<file path="config.mk">
export PLATFORM = sky130hd
export DESIGN_NAME = bridge_parity_report
export DESIGN_NICKNAME = d
export VERILOG_FILES = /design/src/verilog/parity_report_pkg.sv /design/src/verilog/perr_if.sv /design/src/verilog/perr_drive.sv /design/src/verilog/bridge_parity_report.sv
export SDC_FILE = /design/constraint.sdc
export NUM_CORES = 1
export LEC_CHECK = 0
export BUFFER_PORTS_ARGS = -buffer_cell sky130_fd_sc_hd__buf_4
export CAP_MARGIN = 25
export CORE_ASPECT_RATIO = 1.75
export CORE_UTILIZATION = 46
export CTS_BUF_LIST = sky130_fd_sc_hd__clkbuf_8
export CTS_CLUSTER_DIAMETER = 120
export DETAILED_ROUTE_END_ITERATION = 6
export GPL_TIMING_DRIVEN = 0
export PLACE_DENSITY = 0.88
export REMOVE_ABC_BUFFERS = 1
export SLEW_MARGIN = 5
export SYNTH_ARGS = -nofsm -noshare
export SYNTH_HDL_FRONTEND = slang
export SYNTH_SLANG_ARGS = --single-unit
</file>
<file path="constraint.sdc">
create_clock -name i_clk -period 3.9 [get_ports i_clk]
set_clock_uncertainty 0.1 [all_clocks]
set_input_delay 0.585 -clock i_clk [delete_from_list [all_inputs] [get_ports i_clk]]
set_output_delay 0.585 -clock i_clk [all_outputs]
set_load 0.02 [all_outputs]
</file>
<file path="src/verilog/parity_report_pkg.sv">
package parity_report_pkg;

	// ----------------------------------------------------------------
	// bus geometry
	// ----------------------------------------------------------------
	localparam int ADDR_W = 4;
	localparam int DATA_W = 32;
	localparam int STS_W = 4;

	// ----------------------------------------------------------------
	// register byte offsets
	// ----------------------------------------------------------------
	localparam logic [ADDR_W-1:0] OFS_CTRL = 4'h0;
	localparam logic [ADDR_W-1:0] OFS_STATUS = 4'h4;
	localparam logic [ADDR_W-1:0] OFS_CLEAR = 4'h8;
	localparam logic [ADDR_W-1:0] OFS_IRQ_EN = 4'hC;

	// ----------------------------------------------------------------
	// field positions
	// ----------------------------------------------------------------
	localparam int CTRL_PRI_RESP_EN = 0;
	localparam int CTRL_SEC_RESP_EN = 1;
	localparam int CTRL_PRI_PIN = 8;
	localparam int CTRL_SEC_PIN = 9;
	localparam int STS_SEC_DETECT = 0;
	localparam int STS_PRI_MASTER = 1;
	localparam int STS_SEC_MASTER = 2;
	localparam int STS_PERR_SENT = 3;

	// ----------------------------------------------------------------
	// reset values
	// ----------------------------------------------------------------
	localparam logic [1:0] CTRL_RST = 2'h0;
	localparam logic [STS_W-1:0] STS_RST = 4'h0;
	localparam logic [STS_W-1:0] IRQ_EN_RST = 4'h0;

	// ----------------------------------------------------------------
	// timing: parity error pin follows the data phase by bus clocks
	// ----------------------------------------------------------------
	localparam int PERR_DELAY_CYC = 2;

	typedef enum logic [1:0] {
		XFER_READ = 2'h0,
		XFER_POSTED = 2'h1,
		XFER_DELAYED = 2'h2
	} xfer_e;

endpackage

</file>
<file path="src/verilog/perr_if.sv">
`timescale 1ns/1ps
interface perr_if;
	logic req;
	logic pin_o;
	logic pin_oe;

	modport ctl (
		output req,
		input pin_o,
		input pin_oe
	);
	modport drv (
		input req,
		output pin_o,
		output pin_oe
	);
endinterface

</file>
<file path="src/verilog/perr_drive.sv">
`timescale 1ns/1ps
module perr_drive #(
	parameter int DELAY = parity_report_pkg::PERR_DELAY_CYC
) (
	input wire logic i_clk,
	input wire logic i_rst_n,
	perr_if.drv bus
);
	import parity_report_pkg::*;

	// ----------------------------------------------------------------
	// delay line: stage DELAY-1 drives low, the stage after it drives
	// high one clock so the shared line is returned before release
	// ----------------------------------------------------------------
	logic [DELAY:0] stage_reg;

	always_ff @(posedge i_clk or negedge i_rst_n) begin
		if (!i_rst_n) begin
			stage_reg <= '0;
		end else begin
			stage_reg <= {stage_reg[DELAY-1:0], bus.req};
		end
	end

	assign bus.pin_o = !stage_reg[DELAY-1];
	assign bus.pin_oe = stage_reg[DELAY-1] | stage_reg[DELAY];
endmodule

</file>
<file path="src/verilog/bridge_parity_report.sv">
`timescale 1ns/1ps
// Operation
// - secondary detect bit: secondary error, down read or up write.
// - primary master bit sets only while mastering the primary bus.
// - primary master bit sets only with the primary response enable on.
// - primary master bit sets on a sampled primary pin or own error.
// - primary master bit sets only for upstream transfers.
// - secondary master bit sets only while mastering the secondary bus.
// - secondary master bit sets only with secondary response enable on.
// - secondary master bit sets on sampled secondary pin or own error.
// - secondary master bit sets only for downstream transfers.
// - primary pin driven only as write target or read initiator.
// - primary pin asserts only with the primary response enable on.
// - primary pin: own primary error or forwarded delayed write error.
// - the error pin asserts two clocks after the data phase.
// - forwarded delayed write error needs both response enables.
module bridge_parity_report (
	input wire logic i_clk,
	input wire logic i_rst_n,
	input wire logic [parity_report_pkg::ADDR_W-1:0] i_avs_address,
	input wire logic i_avs_read,
	input wire logic i_avs_write,
	input wire logic [parity_report_pkg::DATA_W-1:0] i_avs_writedata,
	output logic [parity_report_pkg::DATA_W-1:0] o_avs_readdata,
	output logic o_avs_waitrequest,
	input wire logic i_dphase_done,
	input wire parity_report_pkg::xfer_e i_xfer_type,
	input wire logic i_dir_up,
	input wire logic i_pri_master,
	input wire logic i_sec_master,
	input wire logic i_pri_par_err,
	input wire logic i_sec_par_err,
	input wire logic i_dw_completion,
	input wire logic i_upstream_side_parity_err_n,
	output logic o_upstream_side_parity_err_n,
	output logic o_upstream_side_parity_err_oe,
	input wire logic i_downstream_side_parity_err_n,
	output logic o_irq
);
	import parity_report_pkg::*;

	// ----------------------------------------------------------------
	// helpers
	// ----------------------------------------------------------------
	function automatic logic is_write(input xfer_e t);
		is_write = (t == XFER_POSTED) || (t == XFER_DELAYED);
	endfunction

	function automatic logic hit(input logic [ADDR_W-1:0] a,
		input logic [ADDR_W-1:0] ofs);
		hit = (a == ofs);
	endfunction

	// ----------------------------------------------------------------
	// pin synchronisers
	// ----------------------------------------------------------------
	logic pri_pin_meta_reg;
	logic pri_pin_low_reg;
	logic sec_pin_meta_reg;
	logic sec_pin_low_reg;

	always_ff @(posedge i_clk or negedge i_rst_n) begin
		if (!i_rst_n) begin
			pri_pin_meta_reg <= 1'b0;
			pri_pin_low_reg <= 1'b0;
			sec_pin_meta_reg <= 1'b0;
			sec_pin_low_reg <= 1'b0;
		end else begin
			pri_pin_meta_reg <= !i_upstream_side_parity_err_n;
			pri_pin_low_reg <= pri_pin_meta_reg;
			sec_pin_meta_reg <= !i_downstream_side_parity_err_n;
			sec_pin_low_reg <= sec_pin_meta_reg;
		end
	end

	// ----------------------------------------------------------------
	// registers
	// ----------------------------------------------------------------
	logic [1:0] ctrl_reg;
	logic [STS_W-1:0] status_reg;
	logic [STS_W-1:0] status_next;
	logic [STS_W-1:0] irq_en_reg;
	logic ack_reg;
	logic pri_en;
	logic sec_en;
	logic req;
	logic wr_ack;
	logic [STS_W-1:0] clr;

	assign pri_en = ctrl_reg[CTRL_PRI_RESP_EN];
	assign sec_en = ctrl_reg[CTRL_SEC_RESP_EN];
	assign req = i_avs_read | i_avs_write;
	// one wait state: the request is taken on the second edge
	assign o_avs_waitrequest = req & !ack_reg;
	assign wr_ack = i_avs_write & ack_reg;
	assign clr = (wr_ack && hit(i_avs_address, OFS_CLEAR)) ?
		i_avs_writedata[STS_W-1:0] : '0;

	always_ff @(posedge i_clk or negedge i_rst_n) begin
		if (!i_rst_n) begin
			ack_reg <= 1'b0;
		end else begin
			ack_reg <= req & !ack_reg;
		end
	end

	always_ff @(posedge i_clk or negedge i_rst_n) begin
		if (!i_rst_n) begin
			ctrl_reg <= CTRL_RST;
			irq_en_reg <= IRQ_EN_RST;
		end else if (wr_ack) begin
			if (hit(i_avs_address, OFS_CTRL)) begin
				ctrl_reg <= i_avs_writedata[1:0];
			end
			if (hit(i_avs_address, OFS_IRQ_EN)) begin
				irq_en_reg <= i_avs_writedata[STS_W-1:0];
			end
		end
	end

	// read data is loaded in the wait cycle so it stands at the taking edge
	always_ff @(posedge i_clk or negedge i_rst_n) begin
		if (!i_rst_n) begin
			o_avs_readdata <= '0;
		end else if (i_avs_read && !ack_reg) begin
			o_avs_readdata <= '0;
			if (hit(i_avs_address, OFS_CTRL)) begin
				o_avs_readdata[1:0] <= ctrl_reg;
				o_avs_readdata[CTRL_PRI_PIN] <= pri_pin_low_reg;
				o_avs_readdata[CTRL_SEC_PIN] <= sec_pin_low_reg;
			end
			if (hit(i_avs_address, OFS_STATUS)) begin
				o_avs_readdata[STS_W-1:0] <= status_reg;
			end
			if (hit(i_avs_address, OFS_IRQ_EN)) begin
				o_avs_readdata[STS_W-1:0] <= irq_en_reg;
			end
		end
	end

	// ----------------------------------------------------------------
	// event decode
	// ----------------------------------------------------------------
	logic sec_detect_evt;
	logic pri_master_evt;
	logic sec_master_evt;
	logic perr_own_evt;
	logic perr_fwd_evt;
	logic perr_req;

	assign sec_detect_evt = i_dphase_done && i_sec_par_err &&
		((i_xfer_type == XFER_READ && !i_dir_up) ||
		(is_write(i_xfer_type) && i_dir_up));

	assign pri_master_evt = i_pri_master && i_dir_up && pri_en &&
		(pri_pin_low_reg || (i_dphase_done && i_pri_par_err));

	assign sec_master_evt = i_sec_master && !i_dir_up && sec_en &&
		(sec_pin_low_reg || (i_dphase_done && i_sec_par_err));

	// own primary error, target write or read initiator
	assign perr_own_evt = i_dphase_done && i_pri_par_err && pri_en &&
		((is_write(i_xfer_type) && !i_dir_up) ||
		(i_xfer_type == XFER_READ && i_dir_up));

	// error passed back on a downstream delayed write
	assign perr_fwd_evt = i_dw_completion && sec_pin_low_reg &&
		i_xfer_type == XFER_DELAYED && !i_dir_up &&
		!i_pri_par_err && pri_en && sec_en;

	assign perr_req = perr_own_evt | perr_fwd_evt;

	// ----------------------------------------------------------------
	// sticky status
	// ----------------------------------------------------------------
	logic [STS_W-1:0] set_vec;

	assign set_vec = {perr_req, sec_master_evt, pri_master_evt,
		sec_detect_evt};

	// set wins over a simultaneous clear
	always_comb begin
		status_next = (status_reg & ~clr) | set_vec;
	end

	always_ff @(posedge i_clk or negedge i_rst_n) begin
		if (!i_rst_n) begin
			status_reg <= STS_RST;
		end else begin
			status_reg <= status_next;
		end
	end

	always_ff @(posedge i_clk or negedge i_rst_n) begin
		if (!i_rst_n) begin
			o_irq <= 1'b0;
		end else begin
			o_irq <= |(status_next & irq_en_reg);
		end
	end

	// ----------------------------------------------------------------
	// primary error pin
	// ----------------------------------------------------------------
	perr_if pif ();

	assign pif.req = perr_req;

	perr_drive #(
		.DELAY(PERR_DELAY_CYC)
	) u_perr_drive (
		.i_clk(i_clk),
		.i_rst_n(i_rst_n),
		.bus(pif.drv)
	);

	assign o_upstream_side_parity_err_n = pif.pin_o;
	assign o_upstream_side_parity_err_oe = pif.pin_oe;

	logic pin_low;
	assign pin_low = o_upstream_side_parity_err_oe &&
		!o_upstream_side_parity_err_n;
endmodule

</file>
-- After elaboration in Yosys (flattened, before gate mapping)
Index checks and enable logic that the tools add are counted.
- equality and inequality tests: 5
- mux-type cells: 5
- bitwise gates (word level): 9
- reductions and logical operators: 39
- operators by type and width (operator ; count):
    1-bit logical AND ; 23
    4-bit 2-to-1 mux ; 3
    4-bit AND ; 2
    4-bit equality test, second input constant ; 2
    1-bit logical NOT ; 6
    1-bit logical OR ; 5
    4-bit by 3-bit equality test with 1-bit output, second input constant ; 1
    4-bit logical NOT ; 1
    2-bit 2-to-1 mux ; 2
    4-bit inverter ; 1
    4-bit OR ; 1
    2-bit AND reduction ; 2
    4-bit OR reduction ; 1
    1-bit OR ; 3
    1-bit AND ; 2
    2-bit by 1-bit equality test with 1-bit output, second input constant ; 1
    2-bit equality test, second input constant ; 1
    2-bit logical NOT ; 1
- register bits: 25
- input bits: 51
- logic and storage cells: 69

-- Logic depth before layout (Yosys ltp)
Gate-level depths: netlist of the first run.
- depth after elaboration: 10
- depth in mapped cells: 6
- depth with buffers taken out: 6

-- Hierarchy
Synthesis of the first run repeated with hierarchy kept, for this count alone.
- cell total of the unflattened synthesis: 134
- area, all modules: 1372.6 um^2
- by module, submodules not included (module ; instances ; cells each ; area an instance (um^2) ; sequential area each (um^2)):
    bridge_parity_report ; 1 ; 129 ; 1287.5 ; 550.5
    perr_drive ; 1 ; 5 ; 85.1 ; 75.1

-- Worst setup path before layout of the first run
OpenSTA, ideal clock, no wires.
- path type: input to register
- from: input port i_avs_address[2] (netlist name)
- to: register ctrl_reg[0]
- data arrival time: 1.635 ns
- required time: 3.673 ns
- setup slack: 2.037 ns
- stages on the path: 4
- path through: or3_4 nor2_2 and3_1 mux2_1
- cells in the longest elaborated chain, start to end: 2
- RTL lines (what ; line ; source):
    start, declared ; bridge_parity_report.sv:20 ; input wire logic [parity_report_pkg::ADDR_W-1:0] i_avs_address,
    4-bit logical NOT ; bridge_parity_report.sv:51 ; hit = (a == ofs);
    2-bit AND reduction (no source line) ; - ;
    end signal, assigned ; bridge_parity_report.sv:113 ; ctrl_reg <= i_avs_writedata[1:0];
    end, declared ; bridge_parity_report.sv:79 ; logic [1:0] ctrl_reg;
Every way passes these cells.
A chain may end at the register's enable or synchronous reset.

-- Worst setup path in the final report of the first run
- from: register u_perr_drive.stage_reg[1]
- to: output port o_upstream_side_parity_err_oe
- cells in the longest elaborated chain, start to end: 1
- RTL lines (what ; line ; source):
    start, declared ; perr_drive.sv:15 ; logic [DELAY:0] stage_reg;
    start signal, assigned ; perr_drive.sv:21 ; stage_reg <= {stage_reg[DELAY-1:0], bus.req};
    1-bit OR ; perr_drive.sv:26 ; assign bus.pin_oe = stage_reg[DELAY-1] | stage_reg[DELAY];
    end, declared ; bridge_parity_report.sv:36 ; output logic o_upstream_side_parity_err_oe,
Every way passes these cells.

==> impl_metrics.tcl, run 1 <==
set metrics [dict create \
    std_cell_rows 25 \
    drcViolationCount 0 \
    endpoint "o_upstream_side_parity_err_oe" \
    grtUsageTotal 0.157 \
    place_congestion 0.813 \
    drt_iter0_markers 15 \
    hold_viol_final 0 \
    ios 87 \
    p_leak_nw 0.797 \
    areaGrowthSynthToFinish_pct 15.7 \
    largest_reg_flops 6 \
    sw_frac_of_total 0.306 \
    crit_type "flip-flop to output port" \
    instances_no_fill 198 \
    drt_wl_total_um 2240 \
    r2r_slack_ns 2.48 \
    drt-wirelength-per-cell_um 11.3 \
    grt_max_degree 26 \
    tns_ns 0 \
    peakVddDrop_mv 0.244 \
    die_w_um 42.6 \
    fmax_ghz 0.557 \
    cts_buffers 3 \
    h-tree-depth 1 \
    grt.overflow.total 0 \
    cp.arrival_ns 1.11 \
    coreArea_mm2 0.00272 \
    dp_cells 194 \
    antenna_found_initial 0 \
    status "finished clean" \
    cts_tree "built" \
    critPathMaxFanout 3 \
    r2r-start "ack_reg$_DFF_PN0_" \
    synth_area_mm2 0.00133 \
    synth_top_area_share 0.471 \
    fin_crit_ns 1.80 \
    end_kind "output port" \
    ys_types 31 \
    internal_power_mw 0.441 \
    clockRootBuffer "clkbuf_8" \
    cts_hold_buf 0 \
    start_util 0.488 \
    dp_hpwl_um 1850 \
    nNetsFinal 225 \
    timing.hold.ws_ns 0.0986 \
    ant_nets 0 \
    syn_area_per_cell_um2 9.63 \
    first_pass_iters 4 \
    timing.rr.end "o_irq$_DFF_PN0_" \
    cp_cell_sequence "or2_2 > buf_4" \
    ctsResizeCount 0 \
    drive_gt1_frac 0.228 \
    clk_pin_slew_ns 0.08 \
    pwr-share-comb 0.250 \
    crit_slowest_cell "dfrtp_1" \
    rsz0062_at_grt "false" \
    cts_setup_buffers 0 \
    dieArea_mm2 0.00312 \
    viasPerCell 4.85 \
    crit_required_ns 3.21 \
    antennaDiodeCount 0 \
    ys_warn_count 0 \
    fillers 255 \
    grt_pass1_vias 854 \
    worstHoldPathType "input port to async pin" \
    drv_cap 0 \
    p_sw_mw 0.194 \
    clock_latency_ns 0.27 \
    setup_viol_count_final 0 \
    via_count 961 \
    critPathLaunchType "flip-flop" \
    netlist_instances 138 \
    max_stage_delay_ns 0.39 \
    power.density_mw_per_mm2 413 \
    ys_ff_latch 25 \
    synth.area.top_cells "dfrtp_1 47%, buf_4 15%, nand2_1 4.5%, mux2i_1 3.0%, o31ai_1 2.8%" \
    portBuffers 32 \
    ys_seq_area_frac 0.471 \
    fin_crit_sh 0.460 \
    dieHeight_um 73.1 \
    grt_pass1_wl_um 3720 \
    drv_slew 0 \
    clock_path_buffers 2 \
    ff2ff_path_depth 4 \
    crit_path_start "u_perr_drive.stage_reg[1]$_DFF_PN0_" \
    cts_sinks 25 \
    power.share.sequential 0.515 \
    pwr-share-clk 0.235 \
    yosys.area.top_type "dfrtp_1" \
]
==> cells in the mapped netlist (all sizes together) <==
cell type,number
mux2,2
nand2b,1
and3,1
a21oi,4
o21a,2
o21ai,9
clkbuf,1
inv,8
dfrtp,25
o31ai,5
or3,2
nor3,1
o31a,4
nand4,2
ha,2
buf,27
nand2,16
nor2,9
nor3b,1
clkinv,1
nor4bb,1
nand3,3
conb,1
or2,5
nand4b,1
mux2i,4
==> layout make-up <==
cell class	count	area, um^2	area share
tap	27	33.8	0.0220
multi-input combinational	101	559	0.364
inverter	9	33.8	0.0220
clock buffer	3	41.3	0.0269
clock inverter	1	3.75	0.00244
sequential	25	626	0.407
timing repair buffer	32	240	0.156
==> cells by family after synthesis <==
| logic type | synth area share |
|---|---|
| adders and majority gates | 0.0188 |
| AOI/OAI and AO/OA | 0.115 |
| muxes | 0.0471 |
| DFF | 0.471 |
| buffers and inverters | 0.179 |
| other | 0.00282 |
| and+or+nand+nor | 0.167 |
==> power by group through the flow <==
stage / sequential [mW] / combinational, mW / clock (mW)
after floorplan: 0.338 / 0.0906 / 0
after global placement: 0.332 / 0.155 / 0
after detailed placement: 0.333 / 0.160 / 0
after CTS: 0.327 / 0.161 / 0.152
after global routing: 0.333 / 0.178 / 0.162
final: 0.327 / 0.159 / 0.149
==> worst min path at each step <==
| stage | endpoint | depth (start not counted) | from |
|---|---|---|---|
| detailed placement | pri_pin_low_reg$_DFF_PN0_ | 0 | pri_pin_meta_reg$_DFF_PN0_ |
| CTS | o_irq$_DFF_PN0_ | 1 | i_rst_n |
| global route | u_perr_drive.stage_reg[2]$_DFF_PN0_ | 1 | i_rst_n |
| global placement | sec_pin_low_reg$_DFF_PN0_ | 0 | sec_pin_meta_reg$_DFF_PN0_ |
| floorplan | ack_reg$_DFF_PN0_ | 0 | i_rst_n |
| finish | o_irq$_DFF_PN0_ | 1 | i_rst_n |
==> metal layers <==
metal  GRT usage  part of all wire
met5           0                 0
met4      0.0833             0.019
met3      0.0173             0.060
met2       0.269              0.54
met1       0.188              0.39
==> metrics by stage <==
stage | power, mW | cell area [um^2] | setup WS, ns | util
5_1_grt | 0.673 | 1540 | 2.04 | 0.565
3_3_place_gp | 0.487 | 1490 | 1.82 | 0.549
6_report | 0.635 | 1540 | 2.10 | 0.565
3_5_place_dp | 0.493 | 1490 | 1.82 | 0.549
4_1_cts | 0.640 | 1540 | 2.09 | 0.565
2_1_floorplan | 0.428 | 1220 | 2.04 | -
==> placed cells by master (no fill, tap or decap), types with 4 or more instances in the layout <==
master / n
dfrtp_1: 25
or2_1: 4
a21oi_1: 4
nor2_1: 8
o31ai_1: 5
inv_1: 9
o21ai_1: 6
o31a_1: 4
nand2_1: 16
mux2i_1: 4
buf_4: 32
conb_1: 26
==> worst max-delay path, delay by kind of cell (launching register included) <==
kind | cells | cell delay, ns
flops | 1 | 0.39
buf+inv | 1 | 0.16
simple gates | 1 | 0.29
Note: power is estimated with default switching activity, not from simulation.
==> inputs of run 2 (changes only) <==
Settings changed: CORE_UTILIZATION 46 to 43, PLACE_DENSITY 0.88 to 0.83.
Clock period 3.9 ns to 1.75 ns, I/O delays scaled along.
==> run 2 against run 1 <==
Effect of this change: the run now ends with design-rule violations left; sequential power grew 120%; sequential share of layout area fell by 0.39 points; worst hold slack worse by 0.084 ns; largest power group unchanged; highest routed layer unchanged.
==> impl_metrics.tcl, run 2 (synthesis results as in run 1) <==
set metrics [dict create \
    crit_path_start "ack_reg$_DFF_PN0_" \
    setup_viol_count_final 0 \
    peakVddDrop_mv 0.699 \
    drt-wirelength-per-cell_um 11.9 \
    clk_pin_slew_ns 0.09 \
    dieArea_mm2 0.00333 \
    crit_slowest_cell "dfrtp_1" \
    start_util 0.454 \
    tns_ns 0 \
    drv_cap 0 \
    endpoint "o_irq$_DFF_PN0_" \
    via_count 965 \
    cp_cell_sequence "nand3_1 > o31a_1 > o31ai_1 > nand4_1" \
    drive_gt1_frac 0.233 \
    nNetsFinal 226 \
    crit_family "compound AO/OA/AOI/OAI gates" \
    grt.overflow.total 0 \
    critPathLaunchType "flip-flop" \
    cts_sinks 25 \
    antennaDiodeCount 0 \
    cts_setup_buffers 0 \
    fin_crit_ns 1.50 \
    p_leak_nw 0.796 \
    r2r-start "ack_reg$_DFF_PN0_" \
    worstHoldPathType "input port to flip-flop" \
    rsz0062_at_grt "false" \
    timing.rr.end "o_irq$_DFF_PN0_" \
    power.density_mw_per_mm2 932 \
    largest_reg_flops 6 \
    critPathMaxFanout 5 \
    fin_util 0.530 \
    clock_path_buffers 2 \
    grt_pass1_vias 889 \
    ctsResizeCount 0 \
    std_cell_rows 26 \
    drt_wl_total_um 2380 \
    ant_nets 0 \
    crit_required_ns 1.79 \
    antenna_found_initial 0 \
    cts_tree "built" \
    end_kind "flip-flop" \
    ff2ff_path_depth 4 \
    fin_crit_sh 0.855 \
    crit_type "flip-flop to flip-flop" \
    worst_slack_ns 0.254 \
    timing.hold.ws_ns 0.0143 \
    regArea_um2 626 \
    drv_slew 0 \
    cts_buffers 3 \
    coreArea_mm2 0.00293 \
    cts_hold_buf 1 \
    internal_power_mw 0.989 \
    die_w_um 44.0 \
    clockRootBuffer "clkbuf_8" \
    multi_input_area_um2 559 \
    first_pass_iters 7 \
    p_sw_mw 0.458 \
    grt_max_degree 26 \
    dieHeight_um 75.5 \
    hold_viol_final 0 \
    areaGrowthSynthToFinish_pct 16.9 \
    h-tree-depth 1 \
    r2r_slack_ns 0.25 \
    dp_hpwl_um 1900 \
    sw_frac_of_total 0.316 \
    violations "design-rule violations" \
    cp.arrival_ns 1.54 \
    fmax_ghz 0.669 \
    pwr-share-comb 0.251 \
    viasPerCell 4.83 \
    final_cell_mix "32 x buf_4, 26 x conb_1, 25 x dfrtp_1" \
    place_congestion 0.819 \
    dp_slack_ns -0.0425 \
    fillers 289 \
    drcViolationCount 3 \
    status "complete, but fails checks" \
    mostFrequentLayoutCell "buf_4" \
    ios 87 \
    pwr-share-clk 0.245 \
    grtUsageTotal 0.159 \
    crit_cells 4 \
    path_buf_inv 0 \
    dp_cells 195 \
    power.share.sequential 0.504 \
    drt_iter0_markers 29 \
    instances_no_fill 200 \
    max_stage_delay_ns 0.40 \
    grt_pass1_wl_um 3820 \
    clock_latency_ns 0.27 \
    portBuffers 32 \
]
[run 2: layout make-up]
type                    count  area share
clock buffers               3      0.0266
clock inverters             1     0.00483
inverters                   9      0.0218
multi-input cells         101       0.360
flip-flops and latches     25       0.403
well taps                  28      0.0226
repair buffers             33       0.161
[run 2: worst min path at each step]
stage	startpoint	end	cells past startpoint
after detailed placement	i_rst_n	o_avs_readdata[2]$_DFFE_PN0P_	1
final	i_upstream_side_parity_err_n	pri_pin_meta_reg$_DFF_PN0_	2
after global routing	i_upstream_side_parity_err_n	pri_pin_meta_reg$_DFF_PN0_	2
after floorplan	i_rst_n	ack_reg$_DFF_PN0_	0
after CTS	i_upstream_side_parity_err_n	pri_pin_meta_reg$_DFF_PN0_	2
after global placement	i_rst_n	o_avs_readdata[2]$_DFFE_PN0P_	1
[run 2: per-stage QoR]
stage               instance area (um^2)  total power [mW]
global placement                    1490              1.09
CTS                                 1550              1.46
global route                        1550              1.53
finish                              1550              1.45
floorplan                           1220             0.955
detailed placement                  1490              1.10
[run 2: power by group through the flow]
stage	Clock (mW)	Combinational (mW)	Sequential, mW
detailed placement	0	0.360	0.742
finish	0.354	0.363	0.730
CTS	0.364	0.363	0.730
global placement	0	0.351	0.738
floorplan	0	0.202	0.753
global route	0.392	0.396	0.742
[run 2: layer usage]
layer	global-route usage	up-vias	wire [um]
li1	-	479	-
met1	0.171	436	935
met2	0.284	44	1250
met3	0.0213	6	131
met4	0.101	0	67
met5	0	-	0
